$ cat config.mk
export PLATFORM = sky130hd
export DESIGN_NAME = rtsi_top
export DESIGN_NICKNAME = d
export VERILOG_FILES = /design/src/inc/rtsi_pkg.sv /design/src/verilog/rtsi_top.sv
export VERILOG_INCLUDE_DIRS = /design/src /design/src/inc
export SDC_FILE = /design/constraint.sdc
export NUM_CORES = 1
export LEC_CHECK = 0
export BUFFER_PORTS_ARGS = -buffer_cell sky130_fd_sc_hd__buf_2
export CAP_MARGIN = 15
export CORE_MARGIN = 1.5
export CORE_UTILIZATION = 64
export DETAILED_ROUTE_END_ITERATION = 8
export PLACE_DENSITY = 0.95
export REMOVE_ABC_BUFFERS = 1
export SLEW_MARGIN = 20
export SYNTH_ARGS = -nofsm -noshare
export SYNTH_HDL_FRONTEND = slang
export SYNTH_SLANG_ARGS = --single-unit
export TNS_END_PERCENT = 100
$ cat constraint.sdc
create_clock -name clk_sys -period 5.5 [get_ports clk_sys]
set_input_delay 1.1 -clock clk_sys [delete_from_list [all_inputs] [get_ports clk_sys]]
set_output_delay 1.1 -clock clk_sys [all_outputs]
set_load 0.1 [all_outputs]
$ cat src/inc/rtsi_cfg.svh
// Purpose: Constants of the race timer serial input block
// Assumes: 50 MHz system clock
// Notes: Included by the design file and the bench
//
// Behaviour
// - Link runs 9600 baud, one start, eight data, two stop, no parity.
// - In race code, received race data goes to the scoreboard output.
// - All-segments test key drives an all-on scoreboard pattern.
// - Digit test key drives a numeric scoreboard pattern.
// - After any received data, test keys ignored until restarted in race code.
// - Normal-view key returns scoreboard to received data, dropping test pattern.
// - A loopback key pressed while the transmitter is idle sends its canned data out of the transmit pin.
// - Each loopback key pair addresses one lane line: top/bottom, left/right.
// - Received data shown on LCD bottom line, preceded by a greater-than symbol.
`ifndef RTSI_CFG_SVH
`define RTSI_CFG_SVH

`define RTSI_CLK_HZ 50000000
`define RTSI_BAUD 9600
`define RTSI_BIT_CYC ((`RTSI_CLK_HZ) / (`RTSI_BAUD))
`define RTSI_DATA_BITS 8
`define RTSI_STOP_BITS 2
`define RTSI_FRAME_BITS 11
`define RTSI_RACE_CODE 10'h1F6
`define RTSI_CR 8'h0D
`define RTSI_PROMPT 8'h3E
`define RTSI_DEST_BASE 8'h41
`define RTSI_DIGIT_BASE 8'h30
`define RTSI_EIGHT 8'h38
`define RTSI_MSG_LEN 3'h5
`define RTSI_FIFO_DEPTH 4

`endif

$ cat src/inc/rtsi_pkg.sv
// Purpose: Types of the race timer serial input block
// Assumes: Nothing beyond the constants header
// Notes: Carriers for the scoreboard and LCD streams
package rtsi_pkg;

	typedef enum logic [1:0] {RTSI_PAT_LIVE, RTSI_PAT_ALL_ON, RTSI_PAT_NUMBER} rtsi_pat_t;

	typedef struct packed {
		rtsi_pat_t pattern;
		logic valid;
		logic [7:0] data;
	} rtsi_sb_t;

	typedef struct packed {
		logic valid;
		logic [7:0] data;
	} rtsi_lcd_t;

endpackage

$ cat src/verilog/rtsi_top.sv
// Purpose: Serial receive path from a race timer, test keys and loopback transmit
// Assumes: Keys are one-cycle pulses from a key scanner on clk_sys
// Notes: FIFO and top share this file
`timescale 1ns/1ps
`include "rtsi_cfg.svh"

module rtsi_fifo #(
	parameter int WIDTH = 8,
	parameter int DEPTH = `RTSI_FIFO_DEPTH
) (
	input wire logic clk_sys,
	input wire logic rst_n,
	input wire logic in_valid,
	output logic in_ready,
	input wire logic [WIDTH-1:0] in_data,
	output logic out_valid,
	input wire logic out_ready,
	output logic [WIDTH-1:0] out_data
);
	localparam int AW = $clog2(DEPTH);
	logic [WIDTH-1:0] mem_ff [DEPTH];
	logic [AW-1:0] wr_ff, nxt_wr, rd_ff, nxt_rd;
	logic [AW:0] cnt_ff, nxt_cnt;
	logic push, pop;

	always_comb
	begin
		in_ready = (cnt_ff != (AW+1)'(DEPTH));
		out_valid = (cnt_ff != '0);
		out_data = mem_ff[rd_ff];
		push = in_valid && in_ready;
		pop = out_valid && out_ready;
		nxt_wr = push ? ((wr_ff == AW'(DEPTH - 1)) ? '0 : wr_ff + 1'b1) : wr_ff;
		nxt_rd = pop ? ((rd_ff == AW'(DEPTH - 1)) ? '0 : rd_ff + 1'b1) : rd_ff;
		nxt_cnt = cnt_ff + (AW+1)'(push) - (AW+1)'(pop);
	end

	always_ff @(posedge clk_sys or negedge rst_n)
	begin
		if (!rst_n)
		begin
			wr_ff <= '0;
			rd_ff <= '0;
			cnt_ff <= '0;
		end
		else
		begin
			wr_ff <= nxt_wr;
			rd_ff <= nxt_rd;
			cnt_ff <= nxt_cnt;
		end
	end

	// Storage needs no reset; reads are gated by the count
	always_ff @(posedge clk_sys)
	begin
		if (push)
			mem_ff[wr_ff] <= in_data;
	end
endmodule

module rtsi_top #(
	parameter int BIT_CYC = `RTSI_BIT_CYC
) (
	input wire logic clk_sys,
	input wire logic rst_n,
	input wire logic serial_jack_rx,
	output logic serial_jack_tx,
	input wire logic code_load,
	input wire logic [9:0] code_value,
	input wire logic key_all_on,
	input wire logic key_number,
	input wire logic key_normal,
	input wire logic [7:0] key_loop,
	output rtsi_pkg::rtsi_sb_t board_ff,
	output rtsi_pkg::rtsi_lcd_t lcd_ff,
	output logic lockout_ff
);
	import rtsi_pkg::*;

	// ******************************
	// Reset and pin synchronisers
	// ******************************
	logic rst_meta_ff, rst_sync_ff, rx_meta_ff, rx_ff;

	always_ff @(posedge clk_sys or negedge rst_n)
	begin
		if (!rst_n)
		begin
			rst_meta_ff <= 1'b0;
			rst_sync_ff <= 1'b0;
		end
		else
		begin
			rst_meta_ff <= 1'b1;
			rst_sync_ff <= rst_meta_ff;
		end
	end

	always_ff @(posedge clk_sys or negedge rst_sync_ff)
	begin
		if (!rst_sync_ff)
		begin
			rx_meta_ff <= 1'b1;
			rx_ff <= 1'b1;
		end
		else
		begin
			rx_meta_ff <= serial_jack_rx;
			rx_ff <= rx_meta_ff;
		end
	end

	// ******************************
	// Receiver
	// ******************************
	typedef enum logic [1:0] {RX_IDLE, RX_START, RX_DATA, RX_STOP} rtsi_rx_t;
	rtsi_rx_t rx_st_ff, nxt_rx_st;
	logic [15:0] rx_cnt_ff, nxt_rx_cnt;
	logic [2:0] rx_bit_ff, nxt_rx_bit;
	logic [7:0] rx_sh_ff, nxt_rx_sh;
	logic rx_hold_ff, nxt_rx_hold, rx_good;
	logic fifo_in_ready, fifo_out_valid, fifo_out_ready;
	logic [7:0] fifo_out_data;

	always_comb
	begin
		nxt_rx_st = rx_st_ff;
		nxt_rx_cnt = (rx_cnt_ff == '0) ? 16'(BIT_CYC - 1) : rx_cnt_ff - 1'b1;
		nxt_rx_bit = rx_bit_ff;
		nxt_rx_sh = rx_sh_ff;
		nxt_rx_hold = rx_hold_ff && !fifo_in_ready;
		rx_good = 1'b0;
		case (rx_st_ff)
			RX_IDLE:
			begin
				nxt_rx_cnt = 16'(BIT_CYC / 2);
				if (!rx_ff)
					nxt_rx_st = RX_START;
			end
			RX_START:
				if (rx_cnt_ff == '0)
				begin
					nxt_rx_st = rx_ff ? RX_IDLE : RX_DATA;
					nxt_rx_bit = '0;
				end
			RX_DATA:
				if (rx_cnt_ff == '0)
				begin
					nxt_rx_sh = {rx_ff, rx_sh_ff[7:1]};
					nxt_rx_bit = rx_bit_ff + 1'b1;
					if (rx_bit_ff == 3'(`RTSI_DATA_BITS - 1))
					begin
						nxt_rx_st = RX_STOP;
						nxt_rx_bit = '0;
					end
				end
			RX_STOP:
				if (rx_cnt_ff == '0)
				begin
					nxt_rx_bit = rx_bit_ff + 1'b1;
					if (!rx_ff)
						nxt_rx_st = RX_IDLE;
					else if (rx_bit_ff == 3'(`RTSI_STOP_BITS - 1))
					begin
						nxt_rx_st = RX_IDLE;
						rx_good = 1'b1;
						nxt_rx_hold = 1'b1;
					end
				end
			default:
				nxt_rx_st = RX_IDLE;
		endcase
	end

	always_ff @(posedge clk_sys or negedge rst_sync_ff)
	begin
		if (!rst_sync_ff)
		begin
			rx_st_ff <= RX_IDLE;
			rx_cnt_ff <= '0;
			rx_bit_ff <= '0;
			rx_sh_ff <= '0;
			rx_hold_ff <= 1'b0;
		end
		else
		begin
			rx_st_ff <= nxt_rx_st;
			rx_cnt_ff <= nxt_rx_cnt;
			rx_bit_ff <= nxt_rx_bit;
			rx_sh_ff <= nxt_rx_sh;
			rx_hold_ff <= nxt_rx_hold;
		end
	end

	// Line cannot be stalled: a character still held when the next lands is lost
	rtsi_fifo #(.WIDTH(8), .DEPTH(`RTSI_FIFO_DEPTH)) u_fifo (
		.clk_sys(clk_sys),
		.rst_n(rst_sync_ff),
		.in_valid(rx_hold_ff),
		.in_ready(fifo_in_ready),
		.in_data(rx_sh_ff),
		.out_valid(fifo_out_valid),
		.out_ready(fifo_out_ready),
		.out_data(fifo_out_data)
	);

	// ******************************
	// Mode, lockout, scoreboard and LCD
	// ******************************
	logic race_mode_ff, nxt_race_mode, nxt_lockout, line_start_ff, nxt_line_start;
	rtsi_sb_t nxt_board;
	rtsi_lcd_t nxt_lcd;

	always_comb
	begin
		nxt_race_mode = code_load ? (code_value == `RTSI_RACE_CODE) : race_mode_ff;
		// Fresh data wins over a restart in the same cycle
		nxt_lockout = rx_good || (lockout_ff && !(code_load && code_value == `RTSI_RACE_CODE));
		nxt_board = board_ff;
		nxt_board.valid = 1'b0;
		nxt_lcd = '0;
		nxt_line_start = line_start_ff;
		// Prompt takes a cycle of its own, stalling the FIFO
		fifo_out_ready = fifo_out_valid && !line_start_ff;
		if (key_normal)
			nxt_board.pattern = RTSI_PAT_LIVE;
		else if (key_all_on && !lockout_ff)
			nxt_board.pattern = RTSI_PAT_ALL_ON;
		else if (key_number && !lockout_ff)
			nxt_board.pattern = RTSI_PAT_NUMBER;
		if (fifo_out_valid)
		begin
			nxt_lcd.valid = 1'b1;
			if (line_start_ff)
			begin
				nxt_lcd.data = `RTSI_PROMPT;
				nxt_line_start = 1'b0;
			end
			else
			begin
				nxt_lcd.data = fifo_out_data;
				nxt_line_start = (fifo_out_data == `RTSI_CR);
				nxt_board.valid = race_mode_ff;
				nxt_board.data = fifo_out_data;
			end
		end
	end

	always_ff @(posedge clk_sys or negedge rst_sync_ff)
	begin
		if (!rst_sync_ff)
		begin
			race_mode_ff <= 1'b0;
			lockout_ff <= 1'b0;
			line_start_ff <= 1'b1;
			board_ff <= '{pattern: RTSI_PAT_LIVE, valid: 1'b0, data: 8'h00};
			lcd_ff <= '0;
		end
		else
		begin
			race_mode_ff <= nxt_race_mode;
			lockout_ff <= nxt_lockout;
			line_start_ff <= nxt_line_start;
			board_ff <= nxt_board;
			lcd_ff <= nxt_lcd;
		end
	end

	// ******************************
	// Loopback transmitter
	// ******************************
	logic tx_busy_ff, nxt_tx_busy, nxt_tx;
	logic [2:0] tx_key_ff, nxt_tx_key, tx_pos_ff, nxt_tx_pos, key_idx;
	logic [3:0] tx_bit_ff, nxt_tx_bit;
	logic [10:0] tx_sh_ff, nxt_tx_sh;
	logic [15:0] tx_cnt_ff, nxt_tx_cnt;

	// Pair selects the lane line, odd key of a pair sends eights
	function automatic logic [7:0] canned(input logic [2:0] key, input logic [2:0] pos);
		logic [7:0] ch;
		ch = key[0] ? `RTSI_EIGHT : `RTSI_DIGIT_BASE + 8'(pos);
		if (pos == 3'h0)
			ch = `RTSI_DEST_BASE + 8'(key[2:1]);
		else if (pos == `RTSI_MSG_LEN - 3'h1)
			ch = `RTSI_CR;
		return ch;
	endfunction

	always_comb
	begin
		key_idx = '0;
		for (int i = 7; i >= 0; i--)
			if (key_loop[i])
				key_idx = 3'(i);
		nxt_tx_busy = tx_busy_ff;
		nxt_tx_key = tx_key_ff;
		nxt_tx_pos = tx_pos_ff;
		nxt_tx_bit = tx_bit_ff;
		nxt_tx_sh = tx_sh_ff;
		nxt_tx_cnt = (tx_cnt_ff == '0) ? 16'(BIT_CYC - 1) : tx_cnt_ff - 1'b1;
		if (!tx_busy_ff)
		begin
			nxt_tx_cnt = 16'(BIT_CYC - 1);
			if (key_loop != '0)
			begin
				nxt_tx_busy = 1'b1;
				nxt_tx_key = key_idx;
				nxt_tx_pos = '0;
				nxt_tx_bit = '0;
				nxt_tx_sh = {2'b11, canned(key_idx, 3'h0), 1'b0};
			end
		end
		else if (tx_cnt_ff == '0)
		begin
			nxt_tx_sh = {1'b1, tx_sh_ff[10:1]};
			nxt_tx_bit = tx_bit_ff + 1'b1;
			if (tx_bit_ff == 4'(`RTSI_FRAME_BITS - 1))
			begin
				nxt_tx_bit = '0;
				nxt_tx_pos = tx_pos_ff + 1'b1;
				nxt_tx_sh = {2'b11, canned(tx_key_ff, tx_pos_ff + 1'b1), 1'b0};
				if (tx_pos_ff == `RTSI_MSG_LEN - 3'h1)
					nxt_tx_busy = 1'b0;
			end
		end
		nxt_tx = nxt_tx_busy ? nxt_tx_sh[0] : 1'b1;
	end

	always_ff @(posedge clk_sys or negedge rst_sync_ff)
	begin
		if (!rst_sync_ff)
		begin
			tx_busy_ff <= 1'b0;
			tx_key_ff <= '0;
			tx_pos_ff <= '0;
			tx_bit_ff <= '0;
			tx_sh_ff <= '1;
			tx_cnt_ff <= '0;
			serial_jack_tx <= 1'b1;
		end
		else
		begin
			tx_busy_ff <= nxt_tx_busy;
			tx_key_ff <= nxt_tx_key;
			tx_pos_ff <= nxt_tx_pos;
			tx_bit_ff <= nxt_tx_bit;
			tx_sh_ff <= nxt_tx_sh;
			tx_cnt_ff <= nxt_tx_cnt;
			serial_jack_tx <= nxt_tx;
		end
	end
endmodule

==> implementation parameters, run 1 <==
Parameter                              Value

Status
  Status ... finished clean

Die
  Starting Density ... 65.3%
  Floorplan row count ... 35
  Count of pins on the block boundary ... 47
  Total core area ... 9150 sq um
  X dimension of the die ... between 90 and 100 um
  Overall die area ... 9930 sq um
  Die Span Y ... between 90 and 100 um

Timing
  Minimum clock period ... between 3000 and 4000 ps
  Fraction of the cycle the final worst path needs ... approximately three fifths
  Unrepaired setup endpoints after global routing ... false
  Total negative slack ... 0 ps
  Setup violators final ... 0
  Max-Slew Margin vs Limit ... around 39%
  Final count of pins violating max slew ... 0
  Worst Max-Slew Pin Slew ... 915 ps
  Clk_skew ... 11.9 ps
  Smallest hold slack ... 245 ps
  Final Hold Vio Count ... 0
  Fmax ... 306 MHz

Logic synthesis
  Mean instance size in the synthesized netlist ... 11.5 sq um
  Netlist cell types ... 61
  Top FF cell, synth ... dfrtp_1
  Asr flop ratio synth ... 76.3%
  Synth warnings ... 0
  Number of enable flip-flop cells after synthesis ... 32
  Post-synthesis instance area ... 5980 sq um
  Gate count of the mapped netlist ... 519
  FF+latch count, synth ... 135
  Share of synthesized area occupied by flip-flops and latches ... about three fifths

Power
  PwrDens ... 342 nW/um^2
  Static Leak ... 3.13 nW
  Worst VDD drop ... slightly below 0.2 mV

Place
  Port Buffers ... 46
  Placed cell count ... 662
  Final Wtd Congestion ... 0.886
  Final HPWL from detailed placement ... 8520 um

Drt
  Number of nets with antenna violations after routing ... 0
  Drt first-iter violations ... around 360
  Post-detailed-route wirelength per cell ... 20.5 um
  Number of detailed-routing iterations run before antenna repair ... 5
  Via density per instance ... approximately 6.4
  Routed wire length ... between 10000 and 15000 um
  Routed via count ... 4466
  DRC violations left ... 0

Clocking
  Clock tree buffer depth ... 2
  Number of buffers inserted to repair setup after CTS ... 0
  # resized after CTS ... 0
  Clock-pin slew on the worst setup and hold paths ... 70 ps
  Sinks on the clock net ... 135
  TritonCTS clock tree ... yes
  H-tree depth ... 4
  Cts bufs inserted ... 17
  Number of hold buffers added after cts ... 0
  Clock latency on the worst-skew pair ... 530 ps
  Clock Tree Root ... clkbuf_8

Critical path
  Element type at the critical path start ... flip-flop
  Startpoint-to-endpoint class of the critical path ... reg -> reg
  Worst Path Max Fanout ... 13
  Crit. End Element ... flip-flop
  Data arrival time of the worst path ... 3700 ps
  Required time reported for the critical path endpoint ... 5940 ps

Global routing
  Vias in the first global route ... 4530
  Antenna violations before repair ... 0
  Leftover overflow at the end of global routing ... 0
  GRT Util Overall ... 30.8%
  Global-route wire length before repair ... 23000 um
  Largest net degree at the start of global routing ... 75

Cells and area
  Final antenna diode count ... 0
  Post-route insts no fill ... roughly 690
  Highest-count cells in the layout ignoring fill and taps ... 87 x dfrtp_1, 61 x nand2_1, 58 x nor2_1
  Area overhead of the layout relative to synthesis ... 14.8%
  Filler Cells Inserted ... 507
  Share of final-layout standard cells stronger than drive strength 1 ... around 20%
  Layout Nets ... between 600 and 700
  Most common library cell in the layout ignoring fill and taps ... dfrtp_1

Hold path
  Tightest Hold Check Type ... reg -> async

Run
  Max-Cap Viols ... 0
==> final cells by class <==
cell class | count | area (sq um) | share of cell area, %
timing repair buffer | 47 | 238 | 3.46
clock inverter | 15 | 168 | 2.44
clock buffer | 17 | 414 | 6.03
multi-input combinational | 345 | 2260 | 32.9
tap | 111 | 139 | 2.02
sequential | 135 | 3560 | 51.9
inverter | 24 | 90.1 | 1.31
==> flip-flops by register name (all words and copies together) (netlist names), 2 cells and up, named ones only <==
register,cells
board_ff,11
lcd_ff,9
rx_bit_ff,3
rx_cnt_ff,16
rx_sh_ff,8
tx_bit_ff,4
tx_cnt_ff,16
tx_key_ff,3
tx_pos_ff,3
tx_sh_ff,11
u_fifo.cnt_ff,3
u_fifo.mem_ff,32
u_fifo.rd_ff,2
u_fifo.wr_ff,2
==> worst max-delay path, cell delays in order, from the launching register on <==
cell	delay [ps]
dfrtp_1	450
nor3_1	680
or2_2	390
clkinv_1	300
ha_1	380
inv_1	60
ha_1	130
inv_1	50
fa_1	390
xnor2_1	200
xnor2_1	160
==> report_power, final <==
part / total, mW / internal [mW] / switching (mW)
Clock: 1.13 / 0.630 / 0.498
Combinational: 0.127 / 0.0524 / 0.0742
Sequential: 1.10 / 1.06 / 0.0404
==> final timing paths <==
kind	endpoint	slack [ps]	start	cells after the start
min in group clk_sys	rx_ff$_DFF_PN1_	360	rx_meta_ff$_DFF_PN1_	0
min reg2reg	lcd_ff[4]$_DFF_PN0_	250	rst_sync_ff$_DFF_PN0_	0
max in group asynchronous	rx_cnt_ff[15]$_DFF_PN0_	4010	rst_sync_ff$_DFF_PN0_	1
max	u_fifo.cnt_ff[2]$_DFF_PN0_	2230	u_fifo.cnt_ff[1]$_DFF_PN0_	10
min	lcd_ff[4]$_DFF_PN0_	250	rst_sync_ff$_DFF_PN0_	0
max reg2reg	u_fifo.cnt_ff[2]$_DFF_PN0_	2230	u_fifo.cnt_ff[1]$_DFF_PN0_	10
==> kinds of logic after synthesis <==
logic type,Yosys count,synth area share (%)
AOI/OAI and AO/OA,65,6.86
xor gates and xnor gates,26,3.81
adders and majority gates,21,4.52
buffers and inverters,39,2.78
DFF,135,59.5
muxes,18,4.85
other,1,0.0627
and+or+nand+nor,214,17.6
==> Yosys cell counts (3+ instances only) <==
library cell	number	share of area (%)
nor2b_1	7	0.73
dfstp_2	15	6.6
a31oi_1	3	0.31
mux4_2	8	3.0
nand2_1	61	3.8
a21o_1	6	0.75
nand4_1	4	0.42
nand3_1	20	1.7
nor2_1	58	3.6
clkbuf_1	8	0.50
a21oi_1	17	1.4
ha_1	20	4.2
or4_1	5	0.63
xnor2_1	17	2.5
o31ai_1	7	0.88
xor2_1	9	1.3
o211ai_1	3	0.38
nor4_1	8	0.84
nand2b_1	4	0.42
or2_2	3	0.31
o21ai_0	15	1.3
and2_1	8	0.84
inv_1	23	1.4
mux2_2	8	1.5
nor3_1	14	1.2
buf_2	3	0.25
dfrtp_1	88	37
edfxtp_1	32	16
a211oi_1	3	0.38
or3_1	7	0.73
==> stage by stage <==
stage                     total power, mW  util [%]  instance area [sq um]  setup WS (ps)
after floorplan                      1.19         -                   5900           2440
after global placement               1.22      68.7                   6280           2600
after detailed placement             1.23      68.7                   6280           2400
after CTS                            2.35      75.0                   6870           2310
after global routing                 2.42      75.0                   6870           2040
final                                2.35      75.0                   6870           2230
==> per-layer routing <==
metal	vias to the layer above	track usage, %	part of all wire, %
li1	1928	-	-
met1	2225	38.2	38
met2	248	51.8	51
met3	65	5.83	6.6
met4	0	16.4	4.5
met5	-	0	0
Power figures use the tool's default switching activity.
==> inputs of run 2 (changes only) <==
--- a/config.mk
+++ b/config.mk
@@ -6,12 +6,13 @@
 export SDC_FILE = /design/constraint.sdc
 export NUM_CORES = 1
 export LEC_CHECK = 0
+export ABC_AREA = 1
 export BUFFER_PORTS_ARGS = -buffer_cell sky130_fd_sc_hd__buf_2
 export CAP_MARGIN = 15
 export CORE_MARGIN = 1.5
-export CORE_UTILIZATION = 64
+export CORE_UTILIZATION = 54
 export DETAILED_ROUTE_END_ITERATION = 8
-export PLACE_DENSITY = 0.95
+export PLACE_DENSITY = 0.88
 export REMOVE_ABC_BUFFERS = 1
 export SLEW_MARGIN = 20
 export SYNTH_ARGS = -nofsm -noshare
==> constraint.sdc (replaced) <==
create_clock -name clk_sys -period 2.7 [get_ports clk_sys]
set_input_delay 0.54 -clock clk_sys [delete_from_list [all_inputs] [get_ports clk_sys]]
set_output_delay 0.54 -clock clk_sys [all_outputs]
set_load 0.1 [all_outputs]
==> run 2 against run 1 <==
Flip-flop and latch count unchanged. Clock skew fell by 1.1 ps. Global-route usage fell by 10 points. Sequential power increased by 100%. Die area rose by 27%. Register-to-register slack lost 1600 ps. Non-clock buffer count grew 4. Wire length down 17%. Core utilization shrank 11 points. Maximum frequency rose by 57%.
==> implementation parameters, run 2 <==
Parameter                              Value

Global routing
  GRT Util Overall ... 20.4% (-10 points)
  Global-route wire length before repair ... 20500 um (-11%)
  Antenna violations before repair ... 0 (unchanged)
  Leftover overflow at the end of global routing ... 0 (unchanged)
  Largest net degree at the start of global routing ... 57 (-24%)
  Vias in the first global route ... 4605 (+1.7%)

Timing
  Unrepaired setup endpoints after global routing ... false
  Final count of pins violating max slew ... 0 (unchanged)
  Max-Slew Margin vs Limit ... 52.8% (+14 points)
  Minimum clock period ... 2080 ps (-1190 ps)
  Setup violators final ... 0 (unchanged)
  Final Hold Vio Count ... 0 (unchanged)
  Fraction of the cycle the final worst path needs ... 77.0% (+18 points)
  Worst Max-Slew Pin Slew ... 705 ps (-210 ps)
  Clk_skew ... 10.8 ps (-1.11 ps)
  Fmax ... 481 MHz (+57%)
  Smallest hold slack ... 213 ps (-32.5 ps)
  Total negative slack ... 0 ps (unchanged)

Critical path
  Capturing element of the worst setup path ... u_fifo.cnt_ff[1]$_DFF_PN0_
  Worst Path Max Fanout ... 5 (-8)
  Data arrival time of the worst path ... 2390 ps (-1310 ps)
  Setup slack on the worst flop-to-flop path ... 620 ps (-1610 ps)
  Required time reported for the critical path endpoint ... 3010 ps (-2930 ps)
  CP Buf/Inv Count ... 4 (+1)
  Startpoint-to-endpoint class of the critical path ... reg -> reg
  Delay-heaviest family, CP ... adder cells
  RR Startpoint ... u_fifo.cnt_ff[1]$_DFF_PN0_
  Slowest cell on the critical path ... fa_1
  Crit-path cells ... nor2_1 > nand2_1 > nand2_1 > inv_1 > ha_1 > inv_1 > ha_1 > inv_1 > fa_1 > inv_1
  Crit-path most repeated cell ... inv_1
  Depth of the worst register-to-register path ... 10 (unchanged)
  Max incr delay on CP ... 470 ps (-210 ps)
  Levels on crit path ... 10 (unchanged)
  Critical Path Start ... u_fifo.cnt_ff[1]$_DFF_PN0_
  Crit. End Element ... flip-flop
  Element type at the critical path start ... flip-flop
  Reg-to-Reg End ... u_fifo.cnt_ff[1]$_DFF_PN0_

Die
  X dimension of the die ... 112 um (+13%)
  Starting Density ... 55.9% (-9.4 points)
  Overall die area ... 12600 sq um (+27%)
  Floorplan row count ... 39 (+11%)
  Die Span Y ... 112 um (+13%)
  Count of pins on the block boundary ... 47 (unchanged)
  Total core area ... 11500 sq um (+26%)

Cells and area
  Final antenna diode count ... 0 (unchanged)
  Largest registers ... u_fifo.mem_ff (32), rx_cnt_ff (16), tx_cnt_ff (16)
  Most common library cell in the layout ignoring fill and taps ... nand2_1
  Filler Cells Inserted ... 861 (+70%)
  Layout Nets ... 815 (+32%)
  Share of final-layout standard cells stronger than drive strength 1 ... 18.5% (-2.0 points)
  Largest register by flop count ... u_fifo.mem_ff
  Highest-count cells in the layout ignoring fill and taps ... 181 x nand2_1, 87 x dfrtp_1, 82 x nor2_1
  Flip-flop count of the largest register after layout ... 32 (unchanged)
  Area overhead of the layout relative to synthesis ... 15.3%

Place
  Final HPWL from detailed placement ... 8020 um (-5.9%)
  Port Buffers ... 46 (unchanged)
  Final Wtd Congestion ... 0.854 (-3.7%)

Logic synthesis
  Asr flop ratio synth ... 76.3% (unchanged)
  Post-synthesis instance area ... 6440 sq um (+7.7%)
  Share of synthesized area occupied by flip-flops and latches ... 55.2% (-4.2 points)
  Area share of the leading cell type in the synthesized netlist ... 34.2% (-2.6 points)
  Synth warnings ... 0 (unchanged)
  Number of enable flip-flop cells after synthesis ... 32 (unchanged)
  Most common library cells after synthesis ... 181 x nand2_1, 88 x dfrtp_1, 82 x nor2_1, 70 x inv_1, 56 x nand3_1
  Yosys top cell by area ... dfrtp_1
  Synth area leaders ... dfrtp_1 34%, edfxtp_1 15%, nand2_1 11%
  Netlist cell types ... 44 (-28%)
  FF+latch count, synth ... 135 (unchanged)
  Top FF cell, synth ... dfrtp_1
  Cell with the most instances after synthesis ... nand2_1
  Mean instance size in the synthesized netlist ... 9.04 sq um (-22%)
  Gate count of the mapped netlist ... 712 (+37%)

Drt
  DRC violations left ... 0 (unchanged)
  Via density per instance ... 5.23 (-19%)
  Routed wire length ... 11900 um (-17%)
  Number of detailed-routing iterations run before antenna repair ... 9 (+4)
  Post-detailed-route wirelength per cell ... 12.8 um (-37%)
  Number of nets with antenna violations after routing ... 0 (unchanged)
  Drt first-iter violations ... 384 (+7.6%)
  Routed via count ... 4836 (+8.3%)

Hold path
  Tightest Hold Check Type ... in -> reg

Power
  Static Leak ... 3.55 nW (+14%)
  Worst VDD drop ... 0.367 mV (+85%)
  PwrDens ... 654 nW/um^2 (+91%)

Clocking
  Number of buffers inserted to repair setup after CTS ... 0 (unchanged)
  Clock Tree Root ... clkbuf_16
  TritonCTS clock tree ... yes
  Cts bufs inserted ... 17 (unchanged)
  Clock tree buffer depth ... 2 (unchanged)
  Clock latency on the worst-skew pair ... 420 ps (-110 ps)
  Sinks on the clock net ... 135 (unchanged)
  H-tree depth ... 4 (unchanged)
  Clock-pin slew on the worst setup and hold paths ... 60 ps (about the same)

Run
  Max-Cap Viols ... 0 (unchanged)

Status
  Status ... finished clean
==> run 2: changes by cell type after synthesis, moves of 9 or more <==
cell,before,now
inv_1,23,70
nand2_1,61,181
nand3_1,20,56
nor2_1,58,82
o21ai_0,15,30
o21ai_2,0,12
xnor2_1,17,8
==> run 2: layer usage <==
metal / vias to the layer above / wire (um) / GRT usage, %
met4: 0 / 131 / 7.00
met1: 2304 / 5320 / 25.0
met2: 109 / 5940 / 34.6
met3: 16 / 480 / 5.99
met5: - / 0 / 0
li1: 2407 / - / -
==> run 2: worst min path at each step <==
stage,startpoint,end,depth (start not counted)
2_1_floorplan,rst_n,rst_meta_ff$_DFF_PN0_,0
3_3_place_gp,rst_n,rst_meta_ff$_DFF_PN0_,1
3_5_place_dp,rst_n,rst_meta_ff$_DFF_PN0_,1
4_1_cts,serial_jack_rx,rx_meta_ff$_DFF_PN1_,1
5_1_grt,serial_jack_rx,rx_meta_ff$_DFF_PN1_,1
6_report,serial_jack_rx,rx_meta_ff$_DFF_PN1_,1
==> run 2: stage by stage <==
stage | cells | total power [mW] | area (sq um) | util [%] | worst slack (ps)
after global routing | 925 | 5.05 | 7420 | 64.5 | 469
final | 925 | 4.86 | 7420 | 64.5 | 621
after detailed placement | 892 | 2.57 | 6810 | 59.1 | 656
after global placement | 892 | 2.55 | 6810 | 59.1 | 720
after floorplan | 699 | 2.47 | 6350 | - | -355
after CTS | 925 | 4.89 | 7420 | 64.5 | 619
==> run 2: what timing repair did <==
item                      in CTS  in global routing
hold buffers                   1                  0
hold endpoints to repair       2                  0
resized for setup              0                  0
==> run 2: cells by family (layout without fill, tap and decap cells) <==
family / Yosys count / count (layout) / share of synthesized area [%]
flops: 135 / 135 / 55.2
xor+xnor: 13 / 13 / 1.77
fa+ha+maj: 21 / 21 / 4.20
simple gates: 376 / 376 / 26.0
compound gates: 78 / 78 / 7.03
buf+inv: 88 / 158 / 5.67
other cells: 1 / 1 / 0.0582
==> run 2: layout make-up <==
class	instances	area, sq um	area share, %
repair buffers	51	283	3.81
multi-input cells	489	2520	33.9
flip-flops and latches	135	3560	48.0
clock buffers	18	429	5.78
well taps	143	179	2.41
clock inverters	14	173	2.33
inverters	75	282	3.79
==> run 2: worst register-to-register path, stage by stage (launching register included) <==
cell,delay [ps]
dfrtp_1,420
nor2_1,190
nand2_1,110
nand2_1,90
inv_1,100
ha_1,300
inv_1,50
ha_1,130
inv_1,50
fa_1,470
inv_1,40
==> run 2: report_power, final <==
group	switching [mW]	total (mW)	internal, mW
sequential	0.0633	2.20	2.13
clock	0.867	2.33	1.46
combinational	0.222	0.332	0.110
==> inputs of run 3 (changes only) <==
==> constraint.sdc (replaced) <==
create_clock -name clk_sys -period 1.8 [get_ports clk_sys]
set_input_delay 0.36 -clock clk_sys [delete_from_list [all_inputs] [get_ports clk_sys]]
set_output_delay 0.36 -clock clk_sys [all_outputs]
set_load 0.1 [all_outputs]
==> run 3 against run 2 <==
The flow now finishes with violations (negative setup slack). Core utilization up 1.5 points. Clock-buffer cell count down 1. Setup slack worse by 630 ps. Combinational power up 71%. Final area up 2.3%. Flip-flop and latch count unchanged. Sequential power up 50%. Clock power up 38%. Cell count up 2.1%. First-iteration DRC count up 33%. Clock skew down 1.2 ps. Critical endpoint unchanged. Largest cell class unchanged.
==> implementation parameters, run 3 (synthesized netlist as in run 2, its figures left out) <==
Parameter                              Value

Place
  Placement Setup Slack ... -110 ps (-766 ps)
  Final Wtd Congestion ... 0.841 (-1.5%)
  Port Buffers ... 46 (unchanged)
  Final HPWL from detailed placement ... 8060 um (+0.56%)
  Placed cell count ... 910 (+2.0%)
  Area post-placement ... 6960 sq um (+2.2%)

Die
  Overall die area ... 12600 sq um (unchanged)
  Total core area ... 11500 sq um (unchanged)
  Die Span Y ... 112 um (unchanged)
  Floorplan row count ... 39 (unchanged)
  Count of pins on the block boundary ... 47 (unchanged)
  X dimension of the die ... 112 um (unchanged)
  Starting Density ... 55.9% (unchanged)

Drt
  DRC violations left ... 0 (unchanged)
  Post-detailed-route wirelength per cell ... 12.5 um (-2.6%)
  Via density per instance ... 5.13 (-1.9%)
  Drt first-iter violations ... 510 (+33%)
  Number of detailed-routing iterations run before antenna repair ... 9 (unchanged)
  Number of nets with antenna violations after routing ... 0 (unchanged)
  Routed via count ... 4840 (+0.083%)
  Routed wire length ... 11800 um (-0.65%)

Status
  Status ... finished with violations
  Violated checks ... negative setup slack

Clocking
  Sinks on the clock net ... 135 (unchanged)
  TritonCTS clock tree ... yes
  Clock latency on the worst-skew pair ... 420 ps (about the same)
  Clock Tree Root ... clkbuf_16
  Cts bufs inserted ... 17 (unchanged)
  Clock tree buffer depth ... 2 (unchanged)
  Clock-pin slew on the worst setup and hold paths ... 60 ps (about the same)
  H-tree depth ... 4 (unchanged)

Timing
  Minimum clock period ... 1810 ps (-272 ps)
  PnR worst setup slack ... -6.83 ps (-628 ps)
  Fraction of the cycle the final worst path needs ... 100% (+23 points)
  Unrepaired setup endpoints after global routing ... true
  Clk_skew ... 9.55 ps (-1.20 ps)
  Final count of pins violating max slew ... 0 (unchanged)
  Final Hold Vio Count ... 0 (unchanged)
  Setup violators final ... 2 (+2)
  Fmax ... 553 MHz (+15%)

Critical path
  Required time reported for the critical path endpoint ... 2120 ps (-890 ps)
  Crit-path cells ... nor2_2 > nand2_2 > nand2_2 > inv_2 > ha_4 > inv_4 > ha_4 > inv_2 > fa_1 > inv_1
  CP Buf/Inv Count ... 4 (unchanged)
  Max incr delay on CP ... 490 ps (+20 ps)
  Crit. End Element ... flip-flop
  Startpoint-to-endpoint class of the critical path ... reg -> reg
  Delay-heaviest family, CP ... adder cells
  Worst Path Max Fanout ... 2 (-3)
  Element type at the critical path start ... flip-flop
  Slowest cell on the critical path ... fa_1
  Data arrival time of the worst path ... 2120 ps (-270 ps)

Power
  Final total power ... 7.07 mW (+46%)
  Worst VDD drop ... 0.570 mV (+55%)
  Static Leak ... 3.64 nW (+2.5%)
  PwrDens ... 932 nW/um^2 (+42%)

Run
  Max-Cap Viols ... 0 (unchanged)

Global routing
  Global-route wire length before repair ... 20100 um (-1.9%)
  Vias in the first global route ... 4410 (-4.2%)
  Largest net degree at the start of global routing ... 40 (-30%)
  GRT Util Overall ... 20.0% (-0.32 points)
  Antenna violations before repair ... 0 (unchanged)
  Leftover overflow at the end of global routing ... 0 (unchanged)

Cells and area
  Final antenna diode count ... 0 (unchanged)
  Largest register by flop count ... u_fifo.mem_ff
  Layout Nets ... 835 (+2.5%)
  Share of final-layout standard cells stronger than drive strength 1 ... 21.8% (+3.3 points)
  Most common library cell in the layout ignoring fill and taps ... nand2_1
  Area overhead of the layout relative to synthesis ... 17.9%
  Flip-flop count of the largest register after layout ... 32 (unchanged)
  Largest registers ... u_fifo.mem_ff (32), rx_cnt_ff (16), tx_cnt_ff (16)
  Highest-count cells in the layout ignoring fill and taps ... 179 x nand2_1, 87 x dfrtp_1, 80 x nor2_1
  Final core utilization ... 65.9% (+1.5 points)
  Finished Cell Area ... 7590 sq um (+2.3%)
  Post-route insts no fill ... 944 (+2.1%)

Hold path
  Tightest Hold Check Type ... in -> reg
run 3: final timing paths:
| check | from | to | slack (ps) | cells past startpoint |
|---|---|---|---|---|
| hold reg to reg | rst_sync_ff$_DFF_PN0_ | rx_bit_ff[0]$_DFFE_PN0P_ | 270 | 0 |
| max in group asynchronous | rst_sync_ff$_DFF_PN0_ | tx_sh_ff[6]$_DFFE_PN1P_ | 920 | 1 |
| setup reg to reg | u_fifo.cnt_ff[1]$_DFF_PN0_ | u_fifo.cnt_ff[1]$_DFF_PN0_ | -7 | 10 |
| setup / recovery | u_fifo.cnt_ff[1]$_DFF_PN0_ | u_fifo.cnt_ff[1]$_DFF_PN0_ | -7 | 10 |
| min in group asynchronous | rst_n | rst_sync_ff$_DFF_PN0_ | 250 | 2 |
| hold / removal | serial_jack_rx | rx_meta_ff$_DFF_PN1_ | 40 | 1 |
run 3: power by group:
part	switching, mW	total [mW]	internal [mW]
clock	1.31	3.21	1.90
combinational	0.362	0.569	0.207
sequential	0.0883	3.29	3.20
run 3: stage by stage:
| stage | hold slack (ps) | setup TNS (ps) |
|---|---|---|
| 5_1_grt | 20.5 | -159 |
| 3_5_place_dp | 148 | -219 |
| 3_3_place_gp | 147 | -52.9 |
| 2_1_floorplan | 64.4 | -116780 |
| 6_report | 35.6 | -11.2 |
| 4_1_cts | 22.6 | -232 |
run 3: area by class of cell:
class	instances	area (sq um)
multi-input combinational	489	2570
inverter	75	284
fill	872	3930
timing repair buffer	71	445
tap	143	179
clock buffer	17	425
sequential	135	3560
clock inverter	14	126
run 3: timing repair:
action | 4_1_cts | 5_1_grt
pin swaps | 4 | 7
gates resized for setup | 0 | 14
hold buffers | 1 | 0
endpoints found under the hold margin | 2 | 0
cloned | 0 | 0
endpoints found under the setup margin | 2 | 9
buffers inserted | 0 | 2
run 3: worst reg2reg max path, stage by stage (launching register included):
cell	delay, ps
dfrtp_1	400
nor2_2	140
nand2_2	70
nand2_2	70
inv_2	50
ha_4	240
inv_4	50
ha_4	110
inv_2	30
fa_1	490
inv_1	50
run 3: metal layers:
| layer | wire length [um] | up-vias | track usage [%] |
|---|---|---|---|
| met4 | 184 | 0 | 7.59 |
| met1 | 5420 | 2257 | 26.2 |
| met3 | 560 | 14 | 5.35 |
| li1 | - | 2452 | - |
| met5 | 0 | - | 0 |
| met2 | 5640 | 117 | 32.4 |
